### src/verilog/scpc_pkg.sv
package scpc_pkg;

  // ****************************************
  // widths and field positions
  // ****************************************
  localparam int PC_W       = 48;
  localparam int GRP_W      = 6;
  localparam int OPC_W      = 7;
  localparam int NOP_LSB    = 0;
  localparam int NOP_W      = 4;
  localparam int SLEEP_LSB  = 0;
  localparam int SLEEP_W    = 7;
  localparam int KILL_BIT   = 0;
  localparam int HALT_VAL   = 0;
  localparam int HALT_SEL   = 2;
  localparam int WC_VM_LSB  = 0;
  localparam int WC_VM_W    = 4;
  localparam int WC_EXP_LSB = 4;
  localparam int WC_EXP_W   = 3;
  localparam int WC_LDS_LSB = 8;
  localparam int WC_LDS_W   = 4;

  // ****************************************
  // timing
  // ****************************************
  localparam int SLEEP_TICK_CYC = 64;
  localparam logic [5:0] SLEEP_DIV_MAX = 6'(SLEEP_TICK_CYC - 1);
  localparam logic [PC_W-1:0] PC_STEP = 48'h0000_0000_0004;

  // ****************************************
  // compare opcodes
  // ****************************************
  localparam logic [OPC_W-1:0] CMP_EQUAL_SIGNED           = 7'h00;
  localparam logic [OPC_W-1:0] CMP_UNEQUAL_SIGNED         = 7'h01;
  localparam logic [OPC_W-1:0] CMP_GREATER_SIGNED         = 7'h02;
  localparam logic [OPC_W-1:0] CMP_GREATER_EQUAL_SIGNED   = 7'h03;
  localparam logic [OPC_W-1:0] CMP_LESS_SIGNED            = 7'h04;
  localparam logic [OPC_W-1:0] CMP_LESS_EQUAL_SIGNED      = 7'h05;
  localparam logic [OPC_W-1:0] CMP_EQUAL_UNSIGNED         = 7'h06;
  localparam logic [OPC_W-1:0] CMP_UNEQUAL_UNSIGNED       = 7'h07;
  localparam logic [OPC_W-1:0] CMP_GREATER_UNSIGNED       = 7'h08;
  localparam logic [OPC_W-1:0] CMP_GREATER_EQUAL_UNSIGNED = 7'h09;
  localparam logic [OPC_W-1:0] CMP_LESS_UNSIGNED          = 7'h0a;
  localparam logic [OPC_W-1:0] CMP_LESS_EQUAL_UNSIGNED    = 7'h0b;
  localparam logic [OPC_W-1:0] BIT_TEST_ZERO_WORD         = 7'h0c;
  localparam logic [OPC_W-1:0] BIT_TEST_ONE_WORD          = 7'h0d;
  localparam logic [OPC_W-1:0] BIT_TEST_ZERO_DOUBLE       = 7'h0e;
  localparam logic [OPC_W-1:0] BIT_TEST_ONE_DOUBLE        = 7'h0f;
  localparam logic [OPC_W-1:0] CMP_EQUAL_DOUBLE           = 7'h10;

  // ****************************************
  // program-control opcodes
  // ****************************************
  localparam logic [OPC_W-1:0] OP_NOP          = 7'h00;
  localparam logic [OPC_W-1:0] OP_END          = 7'h01;
  localparam logic [OPC_W-1:0] OP_JUMP         = 7'h02;
  localparam logic [OPC_W-1:0] OP_GROUP_PING   = 7'h03;
  localparam logic [OPC_W-1:0] OP_JUMP_CCLR    = 7'h04;
  localparam logic [OPC_W-1:0] OP_JUMP_VCC     = 7'h07;
  localparam logic [OPC_W-1:0] OP_JUMP_LEMPTY  = 7'h08;
  localparam logic [OPC_W-1:0] OP_JUMP_LACTIVE = 7'h09;
  localparam logic [OPC_W-1:0] OP_GROUP_SYNC   = 7'h0a;
  localparam logic [OPC_W-1:0] OP_KILL_WRITE   = 7'h0b;
  localparam logic [OPC_W-1:0] OP_COUNTER_WAIT = 7'h0c;
  localparam logic [OPC_W-1:0] OP_STOP_WRITE   = 7'h0d;
  localparam logic [OPC_W-1:0] OP_SLEEP        = 7'h0e;

  // ****************************************
  // carriers
  // ****************************************
  typedef struct packed {
    logic             program_fmt;
    logic [OPC_W-1:0] opcode;
    logic [15:0]      short_immediate;
    logic [63:0]      first_source;
    logic [63:0]      second_source;
    logic             literal_used;
    logic [PC_W-1:0]  pc;
  } scpc_issue_t;

  typedef struct packed {
    logic [63:0] vcc_mask;
    logic [63:0] exec_mask;
  } scpc_masks_t;

  typedef struct packed {
    logic [5:0] vm_cnt;
    logic [2:0] exp_cnt;
    logic [3:0] lds_cnt;
    logic [5:0] vs_cnt;
  } scpc_counts_t;

  typedef struct packed {
    logic             group_member_flag;
    logic [GRP_W-1:0] group_id;
    logic             all_created;
    logic             all_arrived;
    logic             ping_valid;
    logic [GRP_W-1:0] ping_id;
  } scpc_group_t;

endpackage

### src/verilog/scpc_cmp.sv
`timescale 1ns/1ns
`default_nettype none
module scpc_cmp (
  input  wire logic [scpc_pkg::OPC_W-1:0] opcode,
  input  wire logic [63:0]                first_source,
  input  wire logic [63:0]                second_source,
  output logic                            result,
  output logic                            legal
);
  import scpc_pkg::*;

  logic [31:0] a;
  logic [31:0] b;

  assign a = first_source[31:0];
  assign b = second_source[31:0];

  // ****************************************
  // condition evaluation
  // ****************************************
  always_comb begin
    result = 1'b0;
    legal  = 1'b1;
    unique case (opcode)
      CMP_EQUAL_SIGNED, CMP_EQUAL_UNSIGNED:
        result = (a == b);
      CMP_UNEQUAL_SIGNED, CMP_UNEQUAL_UNSIGNED:
        result = (a != b);
      CMP_GREATER_SIGNED:         result = $signed(a) >  $signed(b);
      CMP_GREATER_EQUAL_SIGNED:   result = $signed(a) >= $signed(b);
      CMP_LESS_SIGNED:            result = $signed(a) <  $signed(b);
      CMP_LESS_EQUAL_SIGNED:      result = $signed(a) <= $signed(b);
      CMP_GREATER_UNSIGNED:       result = a >  b;
      CMP_GREATER_EQUAL_UNSIGNED: result = a >= b;
      CMP_LESS_UNSIGNED:          result = a <  b;
      CMP_LESS_EQUAL_UNSIGNED:    result = a <= b;
      BIT_TEST_ZERO_WORD:  result = ~a[b[4:0]];
      BIT_TEST_ONE_WORD:   result = a[b[4:0]];
      BIT_TEST_ZERO_DOUBLE:
        result = ~first_source[second_source[5:0]];
      BIT_TEST_ONE_DOUBLE:
        result = first_source[second_source[5:0]];
      CMP_EQUAL_DOUBLE:
        result = (first_source == second_source);
      default:
        legal = 1'b0;
    endcase
  end

endmodule
`default_nettype wire

### src/verilog/scpc_top.sv
`timescale 1ns/1ns
`default_nettype none
module scpc_top (
  input  wire logic                         ref_clk,
  input  wire logic                         resetn,
  input  wire logic                         issue_valid,
  input  wire scpc_pkg::scpc_issue_t        issue,
  input  wire logic                         literal_valid,
  input  wire logic [31:0]                  literal_word,
  input  wire scpc_pkg::scpc_masks_t        masks,
  input  wire scpc_pkg::scpc_counts_t       counts,
  input  wire scpc_pkg::scpc_group_t        group,
  output logic                              ready_r,
  output logic                              literal_req_r,
  output logic                              done_r,
  output logic                              illegal_r,
  output logic                              scc_r,
  output logic                              pc_load_r,
  output logic [scpc_pkg::PC_W-1:0]         pc_target_r,
  output logic                              wave_end_r,
  output logic                              ping_r,
  output logic [scpc_pkg::GRP_W-1:0]        ping_group_r,
  output logic                              sync_wait_r,
  output logic                              sleeping_r,
  output logic                              kill_r,
  output logic                              halt_r,
  output logic                              fatal_stop_bit_r
);
  import scpc_pkg::*;

  typedef enum logic [2:0] {
    ST_IDLE, ST_LIT, ST_NOP, ST_END, ST_SYNC, ST_WAIT, ST_SLEEP
  } scpc_state_t;

  scpc_state_t  state_r;
  scpc_state_t  state_nxt;
  scpc_issue_t  held_r;
  scpc_issue_t  cur;
  logic [63:0]  cmp_src1;
  logic         cmp_res;
  logic         cmp_ok;
  logic         take;
  logic         cmp_go;
  logic         jump;
  logic         wait_ok;
  logic         end_ok;
  logic         ping_hit;
  logic [PC_W-1:0] jump_pc;
  logic [NOP_W-1:0]   nop_cnt_r;
  logic [SLEEP_W-1:0] sleep_cnt_r;
  logic [5:0]         div_r;
  logic               tick;

  // ****************************************
  // operand selection
  // ****************************************
  // held copy used once the instruction has left the issue port
  assign cur  = (state_r == ST_IDLE) ? issue : held_r;
  assign take = issue_valid && ready_r;

  always_comb begin
    cmp_src1 = cur.second_source;
    if (state_r == ST_LIT) begin
      cmp_src1 = {32'h0000_0000, literal_word};
    end
  end

  scpc_cmp u_cmp (
    .opcode        (cur.opcode),
    .first_source  (cur.first_source),
    .second_source (cmp_src1),
    .result        (cmp_res),
    .legal         (cmp_ok)
  );

  // compare completes on issue, or on literal arrival
  assign cmp_go = !cur.program_fmt &&
                  ((take && !issue.literal_used) ||
                   (state_r == ST_LIT && literal_valid));

  // ****************************************
  // branch evaluation
  // ****************************************
  assign jump_pc = cur.pc + PC_STEP +
                   {{30{cur.short_immediate[15]}},
                    cur.short_immediate, 2'b00};

  always_comb begin
    jump = 1'b0;
    if (take && issue.program_fmt) begin
      unique case (issue.opcode)
        OP_JUMP:         jump = 1'b1;
        OP_JUMP_CCLR:    jump = !scc_r;
        OP_JUMP_VCC:     jump = |masks.vcc_mask;
        OP_JUMP_LEMPTY:  jump = ~|masks.exec_mask;
        OP_JUMP_LACTIVE: jump = |masks.exec_mask;
        default:         jump = 1'b0;
      endcase
    end
  end

  // ****************************************
  // wait conditions
  // ****************************************
  assign wait_ok =
    counts.vm_cnt <= 6'(held_r.short_immediate[WC_VM_LSB +: WC_VM_W]) &&
    counts.exp_cnt <= held_r.short_immediate[WC_EXP_LSB +: WC_EXP_W] &&
    counts.lds_cnt <= held_r.short_immediate[WC_LDS_LSB +: WC_LDS_W];

  assign end_ok = (counts.vm_cnt == 6'h00) && (counts.exp_cnt == 3'h0) &&
                  (counts.lds_cnt == 4'h0) && (counts.vs_cnt == 6'h00);

  // only members of our own group may cut the sleep short
  assign ping_hit = group.ping_valid && group.group_member_flag &&
                    (group.ping_id == group.group_id);

  // ****************************************
  // sequencer
  // ****************************************
  always_comb begin
    state_nxt = state_r;
    unique case (state_r)
      ST_IDLE: begin
        if (take && !issue.program_fmt && issue.literal_used) begin
          state_nxt = ST_LIT;
        end else if (take && issue.program_fmt) begin
          unique case (issue.opcode)
            OP_NOP: begin
              if (issue.short_immediate[NOP_LSB +: NOP_W] != 4'h0) begin
                state_nxt = ST_NOP;
              end
            end
            OP_END:          state_nxt = ST_END;
            OP_GROUP_SYNC:   state_nxt = ST_SYNC;
            OP_COUNTER_WAIT: state_nxt = ST_WAIT;
            OP_SLEEP: begin
              if (issue.short_immediate[SLEEP_LSB +: SLEEP_W] != 7'h00) begin
                state_nxt = ST_SLEEP;
              end
            end
            default: state_nxt = ST_IDLE;
          endcase
        end
      end
      ST_LIT:   if (literal_valid) state_nxt = ST_IDLE;
      ST_NOP:   if (nop_cnt_r == 4'h1) state_nxt = ST_IDLE;
      // wave is gone after this; sequencer reissues on a new wave
      ST_END:   if (end_ok) state_nxt = ST_IDLE;
      // no trap-mode gating, so the sync behaves the same in a handler
      ST_SYNC: begin
        if (group.all_created && group.all_arrived) begin
          state_nxt = ST_IDLE;
        end
      end
      ST_WAIT:  if (wait_ok) state_nxt = ST_IDLE;
      ST_SLEEP: begin
        if (ping_hit || (tick && sleep_cnt_r == 7'h01)) begin
          state_nxt = ST_IDLE;
        end
      end
    endcase
  end

  always_ff @(posedge ref_clk) begin
    if (!resetn) begin
      state_r <= ST_IDLE;
      ready_r <= 1'b0;
    end else begin
      state_r <= state_nxt;
      ready_r <= (state_nxt == ST_IDLE);
    end
  end

  always_ff @(posedge ref_clk) begin
    if (!resetn) begin
      held_r <= '0;
    end else if (take) begin
      held_r <= issue;
    end
  end

  always_ff @(posedge ref_clk) begin
    if (!resetn) begin
      done_r        <= 1'b0;
      literal_req_r <= 1'b0;
    end else begin
      done_r        <= (state_r != ST_IDLE || take) &&
                       !(take && state_nxt != ST_IDLE) &&
                       state_nxt == ST_IDLE;
      literal_req_r <= (state_nxt == ST_LIT);
    end
  end

  // ****************************************
  // condition code
  // ****************************************
  always_ff @(posedge ref_clk) begin
    if (!resetn) begin
      scc_r     <= 1'b0;
      illegal_r <= 1'b0;
    end else begin
      illegal_r <= cmp_go && !cmp_ok;
      if (cmp_go && cmp_ok) begin
        scc_r <= cmp_res;
      end
    end
  end

  // ****************************************
  // program counter
  // ****************************************
  always_ff @(posedge ref_clk) begin
    if (!resetn) begin
      pc_load_r   <= 1'b0;
      pc_target_r <= '0;
    end else begin
      pc_load_r <= jump;
      if (jump) begin
        pc_target_r <= jump_pc;
      end
    end
  end

  // ****************************************
  // idle counters
  // ****************************************
  always_ff @(posedge ref_clk) begin
    if (!resetn) begin
      nop_cnt_r <= 4'h0;
    end else if (state_r == ST_IDLE) begin
      nop_cnt_r <= issue.short_immediate[NOP_LSB +: NOP_W];
    end else if (state_r == ST_NOP) begin
      nop_cnt_r <= nop_cnt_r - 4'h1;
    end
  end

  // free-running divider: first tick lands anywhere in 1..64 clocks
  assign tick = (div_r == SLEEP_DIV_MAX);

  always_ff @(posedge ref_clk) begin
    if (!resetn) begin
      div_r <= 6'h00;
    end else begin
      div_r <= tick ? 6'h00 : div_r + 6'h01;
    end
  end

  always_ff @(posedge ref_clk) begin
    if (!resetn) begin
      sleep_cnt_r <= 7'h00;
    end else if (state_r == ST_IDLE) begin
      sleep_cnt_r <= issue.short_immediate[SLEEP_LSB +: SLEEP_W];
    end else if (state_r == ST_SLEEP && tick) begin
      sleep_cnt_r <= sleep_cnt_r - 7'h01;
    end
  end

  // ****************************************
  // wave status outputs
  // ****************************************
  always_ff @(posedge ref_clk) begin
    if (!resetn) begin
      wave_end_r  <= 1'b0;
      sync_wait_r <= 1'b0;
      sleeping_r  <= 1'b0;
    end else begin
      wave_end_r  <= (state_r == ST_END) && end_ok;
      sync_wait_r <= (state_nxt == ST_SYNC);
      sleeping_r  <= (state_nxt == ST_SLEEP);
    end
  end

  always_ff @(posedge ref_clk) begin
    if (!resetn) begin
      ping_r       <= 1'b0;
      ping_group_r <= '0;
    end else begin
      // outside a group the ping is a plain single-slot no-op
      ping_r <= take && issue.program_fmt &&
                issue.opcode == OP_GROUP_PING &&
                group.group_member_flag;
      ping_group_r <= group.group_id;
    end
  end

  always_ff @(posedge ref_clk) begin
    if (!resetn) begin
      kill_r           <= 1'b0;
      halt_r           <= 1'b0;
      fatal_stop_bit_r <= 1'b0;
    end else if (take && issue.program_fmt) begin
      if (issue.opcode == OP_KILL_WRITE) begin
        kill_r <= issue.short_immediate[KILL_BIT];
      end
      if (issue.opcode == OP_STOP_WRITE) begin
        if (issue.short_immediate[HALT_SEL]) begin
          fatal_stop_bit_r <= issue.short_immediate[HALT_VAL];
        end else begin
          halt_r <= issue.short_immediate[HALT_VAL];
        end
      end
    end
  end

endmodule
`default_nettype wire

### config.mk
export PLATFORM = sky130hd
export DESIGN_NAME = scpc_top
export DESIGN_NICKNAME = d
export VERILOG_FILES = /design/src/verilog/scpc_pkg.sv /design/src/verilog/scpc_cmp.sv /design/src/verilog/scpc_top.sv
export SDC_FILE = /design/constraint.sdc
export NUM_CORES = 1
export LEC_CHECK = 0
export BUFFER_PORTS_ARGS = -buffer_cell sky130_fd_sc_hd__buf_2
export CELL_PAD_IN_SITES_DETAIL_PLACEMENT = 1
export CELL_PAD_IN_SITES_GLOBAL_PLACEMENT = 1
export CORE_UTILIZATION = 42
export DETAILED_ROUTE_END_ITERATION = 10
export GPL_TIMING_DRIVEN = 0
export PLACE_DENSITY = 0.91
export SYNTH_ARGS = -nofsm -noshare
export SYNTH_HDL_FRONTEND = slang
export SYNTH_HIERARCHICAL = 1
export SYNTH_SLANG_ARGS = --single-unit
### constraint.sdc
create_clock -name ref_clk -period 12.41 [get_ports ref_clk]
set_input_delay 0.6205 -clock ref_clk [delete_from_list [all_inputs] [get_ports ref_clk]]
set_output_delay 0.6205 -clock ref_clk [all_outputs]
set_load 0.01 [all_outputs]
==> flow_metrics.env <==
export IMPL_status="finished clean"
export IMPL_p_per_area_nw_per_um2=135.6
export IMPL_ys_flop_type="dfxtp_1"
export IMPL_ctsHoldBuffers=0
export IMPL_synth_xor_area_share_pct=3.483
export IMPL_cp_max_fo=10
export IMPL_firstDrtPassIters=7
export IMPL_end_kind="register"
export IMPL_synth_top_family_by_area="simple AND/OR/NAND/NOR gates"
export IMPL_fin_area_um2=23090
export IMPL_p_seq_share_pct=32.1
export IMPL_synth_top_cell_area_share_pct=30.47
export IMPL_max_stage_delay_ns=0.93
export IMPL_path_class="reg -> reg"
export IMPL_synth_fa_ha_area_share_pct=9.195
export IMPL_path_cells="clkbuf_1 -> or2_2 -> clkbuf_1 -> nor2_1 -> clkbuf_1 -> clkbuf_1 -> clkbuf_1 -> nand2_1 -> nand2_1 -> ha_1 -> ha_1 -> clkbuf_1 -> nand4_1 -> nor4_1 -> nand4_1 -> nand4b_1 -> nand3_1 -> a21oi_1 -> nor4b_1 -> or4_1 -> o211ai_1"
export IMPL_final_max_slew_viol_count=0
export IMPL_grt_pass1_vias=22880
export IMPL_reg2reg_slack_ns=5.50
export IMPL_cts_resized=0
export IMPL_finalSetupViolCount=0
export IMPL_intPower_mw=1.972
export IMPL_clock_skew_ns=0.01829
export IMPL_path_buf_inv=6
export IMPL_min_period_over_period_pct=55.65
export IMPL_stdcell_count=3798
export IMPL_htree_levels=2
export IMPL_core_um2=44220
export IMPL_grt_max_degree=32
export IMPL_synth_seq_cells=287
export IMPL_worst_slew_pin_slew_ns=1.338
export IMPL_dp_cells=3727
export IMPL_yosys_warnings=6
export IMPL_drtIter0Drc=1688
export IMPL_ys_top_cells_by_area="dfxtp_1, nand2_1, ha_1"
export IMPL_fmax_mhz=144.8
export IMPL_synth_edf_count=0
export IMPL_rows=77
export IMPL_avgSynthCellArea_um2=7.063
export IMPL_fin_tns_setup_ns=0
export IMPL_cp_top_family="buffers and inverters"
export IMPL_grt_overflow=0
export IMPL_die_w_um=213.9
export IMPL_antenna_left=0
export IMPL_ys_seq_area_share_pct=30.47
export IMPL_root_buffer="clkbuf_16"
export IMPL_cts_buffer_depth=3
export IMPL_min_period_ns=6.906
export IMPL_worstPathRequired_ns=12.88
export IMPL_synth_top_cell_by_area="dfxtp_1"
export IMPL_cp_arrival_ns=7.38
export IMPL_clkPwrFrac_pct=33.5
export IMPL_synthMuxAreaShare_pct=5.341
export IMPL_path_depth=21
export IMPL_fin_nets=3710
export IMPL_start_kind="register"
export IMPL_rsz0062_at_grt="no"
export IMPL_wl_um=84940
export IMPL_cts_setup_buffers=0
export IMPL_timing_rr_end="pc_target_r[45]"
export IMPL_ff2ff_path_depth=21
export IMPL_clkSinkCount=287
export IMPL_antenna_found_initial=17
export IMPL_whs_ns=0.3039
export IMPL_num_vias=21990
export IMPL_synthSimpleGateAreaFrac_pct=29.43
export IMPL_cp_endpoint="pc_target_r[45]"
export IMPL_n_fill_cell=5888
export IMPL_grt_use_total_pct=36.12
export IMPL_r2r_start="state_r[2]"
export IMPL_ys_types=79
export IMPL_maxCapViolCount=0
export IMPL_vdd_drop_max_mv=0.09893
export IMPL_p_leak_nw=10.20
export IMPL_die_h_um=213.9
export IMPL_num_io_pins=467
export IMPL_cts_buffers=35
export IMPL_synth_compound_area_share_pct=16.94
export IMPL_switchingPower_mw=1.159
export IMPL_swShare_pct=37.03
export IMPL_critPathMostFrequentCell="clkbuf_1"
export IMPL_synthCells=2670
export IMPL_hp_class="in -> reg"
export IMPL_syn_num_nets=3208
export IMPL_grt_pass1_wl_um=129500
export IMPL_wl_per_cell_um=22.37
export IMPL_hold_viol_final=0
export IMPL_numPortBuffers=465
export IMPL_die_area_um2=45760
export IMPL_clk_pin_slew_ns=0.06
export IMPL_netlist_area_um2=18860
export IMPL_viasPerCell=5.790
export IMPL_pwr_share_comb_pct=34.4
export IMPL_slowest_stage="clkbuf_1"
export IMPL_clock_latency_ns=0.56
export IMPL_tritoncts="yes"
export IMPL_place_gp_congestion=1.046
export IMPL_dpl_instance_area_um2=21930
export IMPL_slew_limit_headroom_pct=10.82
export IMPL_post_dp_hpwl_um=66750
export IMPL_final_cell_mix="nand2_1, buf_2, a21oi_1, dfxtp_1, clkbuf_1"
export IMPL_start_util_pct=42.65
export IMPL_area_growth_pct=22.44
export IMPL_crit_path_start="state_r[2]"
export IMPL_async_flop_share_pct=0
export IMPL_drive_gt1_share_pct=17.73
export IMPL_final_common_cell="nand2_1"
export IMPL_post_route_drc_count=0
export IMPL_totalPowerFinal_mw=3.131
final cells by class:
type	count	area [um2]	share of cell area, %
Clock inverter	13	131.4	0.5690
Timing Repair Buffer	465	2327	10.08
Clock buffer	50	1012	4.384
Inverter	70	262.8	1.138
Multi-Input combinational cell	2146	12140	52.59
Buffer	167	708.2	3.067
Tap cell	592	740.7	3.208
Sequential cell	287	5746	24.88
Antenna cell	8	20.02	0.08670
logic make-up after synthesis:
| family | count (synthesis) |
|---|---|
| AO/OA/AOI/OAI | 547 |
| flip-flops | 287 |
| adder cells (fa/ha/maj) | 138 |
| XOR/XNOR | 75 |
| multiplexers | 82 |
| buffers and inverters | 237 |
| AND/OR/NAND/NOR | 1304 |
state kept, by name (all words and copies together), names as in the netlist:
signal            cells
pc_target_r          48
div_r                 6
ping_group_r          6
pc_load_r             1
sleeping_r            1
wave_end_r            1
sleep_cnt_r           7
ready_r               1
fatal_stop_bit_r      1
illegal_r             1
halt_r                1
ping_r                1
state_r               3
held_r              200
scc_r                 1
done_r                1
sync_wait_r           1
literal_req_r         1
kill_r                1
nop_cnt_r             4
per-layer routing:
metal  vias up  wire length [um]  global-route usage (%)  part of all wire, %
li1      10120                 -                       -                    -
met1     10750             35640                   45.98                   42
met2       888             39460                   60.56                   46
met3       205              6514                   6.141                  7.7
met4        20              3207                   14.15                  3.8
met5         -               124                       0                 0.15
worst reg2reg max path: cells and delay by family, from the launching register on:
kind | cells | cell delay [ns]
AO/OA/AOI/OAI | 2 | 0.36
adder cells (fa/ha/maj) | 2 | 0.52
flip-flops | 1 | 0.30
buffers and inverters | 6 | 2.88
AND/OR/NAND/NOR | 11 | 2.76
synth_stat cells (6+ instances only):
cell      instances
nor2_1          105
nand3b_1          6
xor2_1           23
o21a_1           12
mux4_2            8
or3_1             8
o21ai_0         115
nor4_1           56
nand4_1          36
mux2i_1          65
a21oi_1         287
nand2b_1         43
o22ai_1           9
nand3_1          36
dfxtp_1         287
clkbuf_1        139
buf_1            11
ha_1            137
inv_1            69
a211oi_1         13
a21o_1           26
and2_1            9
and3_1           15
buf_6             8
o211ai_1         13
a31oi_1           9
nand2_1         927
xnor2_1          52
nor2b_1          12
nor3_1           28
worst min path at each step:
stage | slack, ns | endpoint | from | cells after the start
after floorplan | 0.42 | div_r[0] | div_r[0] | 1
after global placement | 0.43 | div_r[0] | div_r[0] | 1
after detailed placement | 0.45 | div_r[0] | div_r[0] | 1
after CTS | 0.28 | ping_group_r[2] | group[11] | 2
after global routing | 0.31 | held_r[163] | issue[163] | 3
final | 0.30 | ping_group_r[2] | group[11] | 2
power groups by stage:
stage                     Sequential (mW)  Combinational [mW]  Clock, mW
final                                1.00                1.08       1.05
after global routing                 1.01                1.17       1.09
after CTS                            1.00                1.06       1.06
after detailed placement             1.02                1.04          0
after global placement               1.02                1.00          0
after floorplan                      1.01               0.675          0
through the flow:
step | util [%] | setup slack (ns)
2_1_floorplan | - | 7.754
3_3_place_gp | 49.59 | 5.667
3_5_place_dp | 49.59 | 5.546
4_1_cts | 52.17 | 5.478
5_1_grt | 52.19 | 5.130
6_report | 52.22 | 5.504
Note: power is estimated with default switching activity, not from simulation.
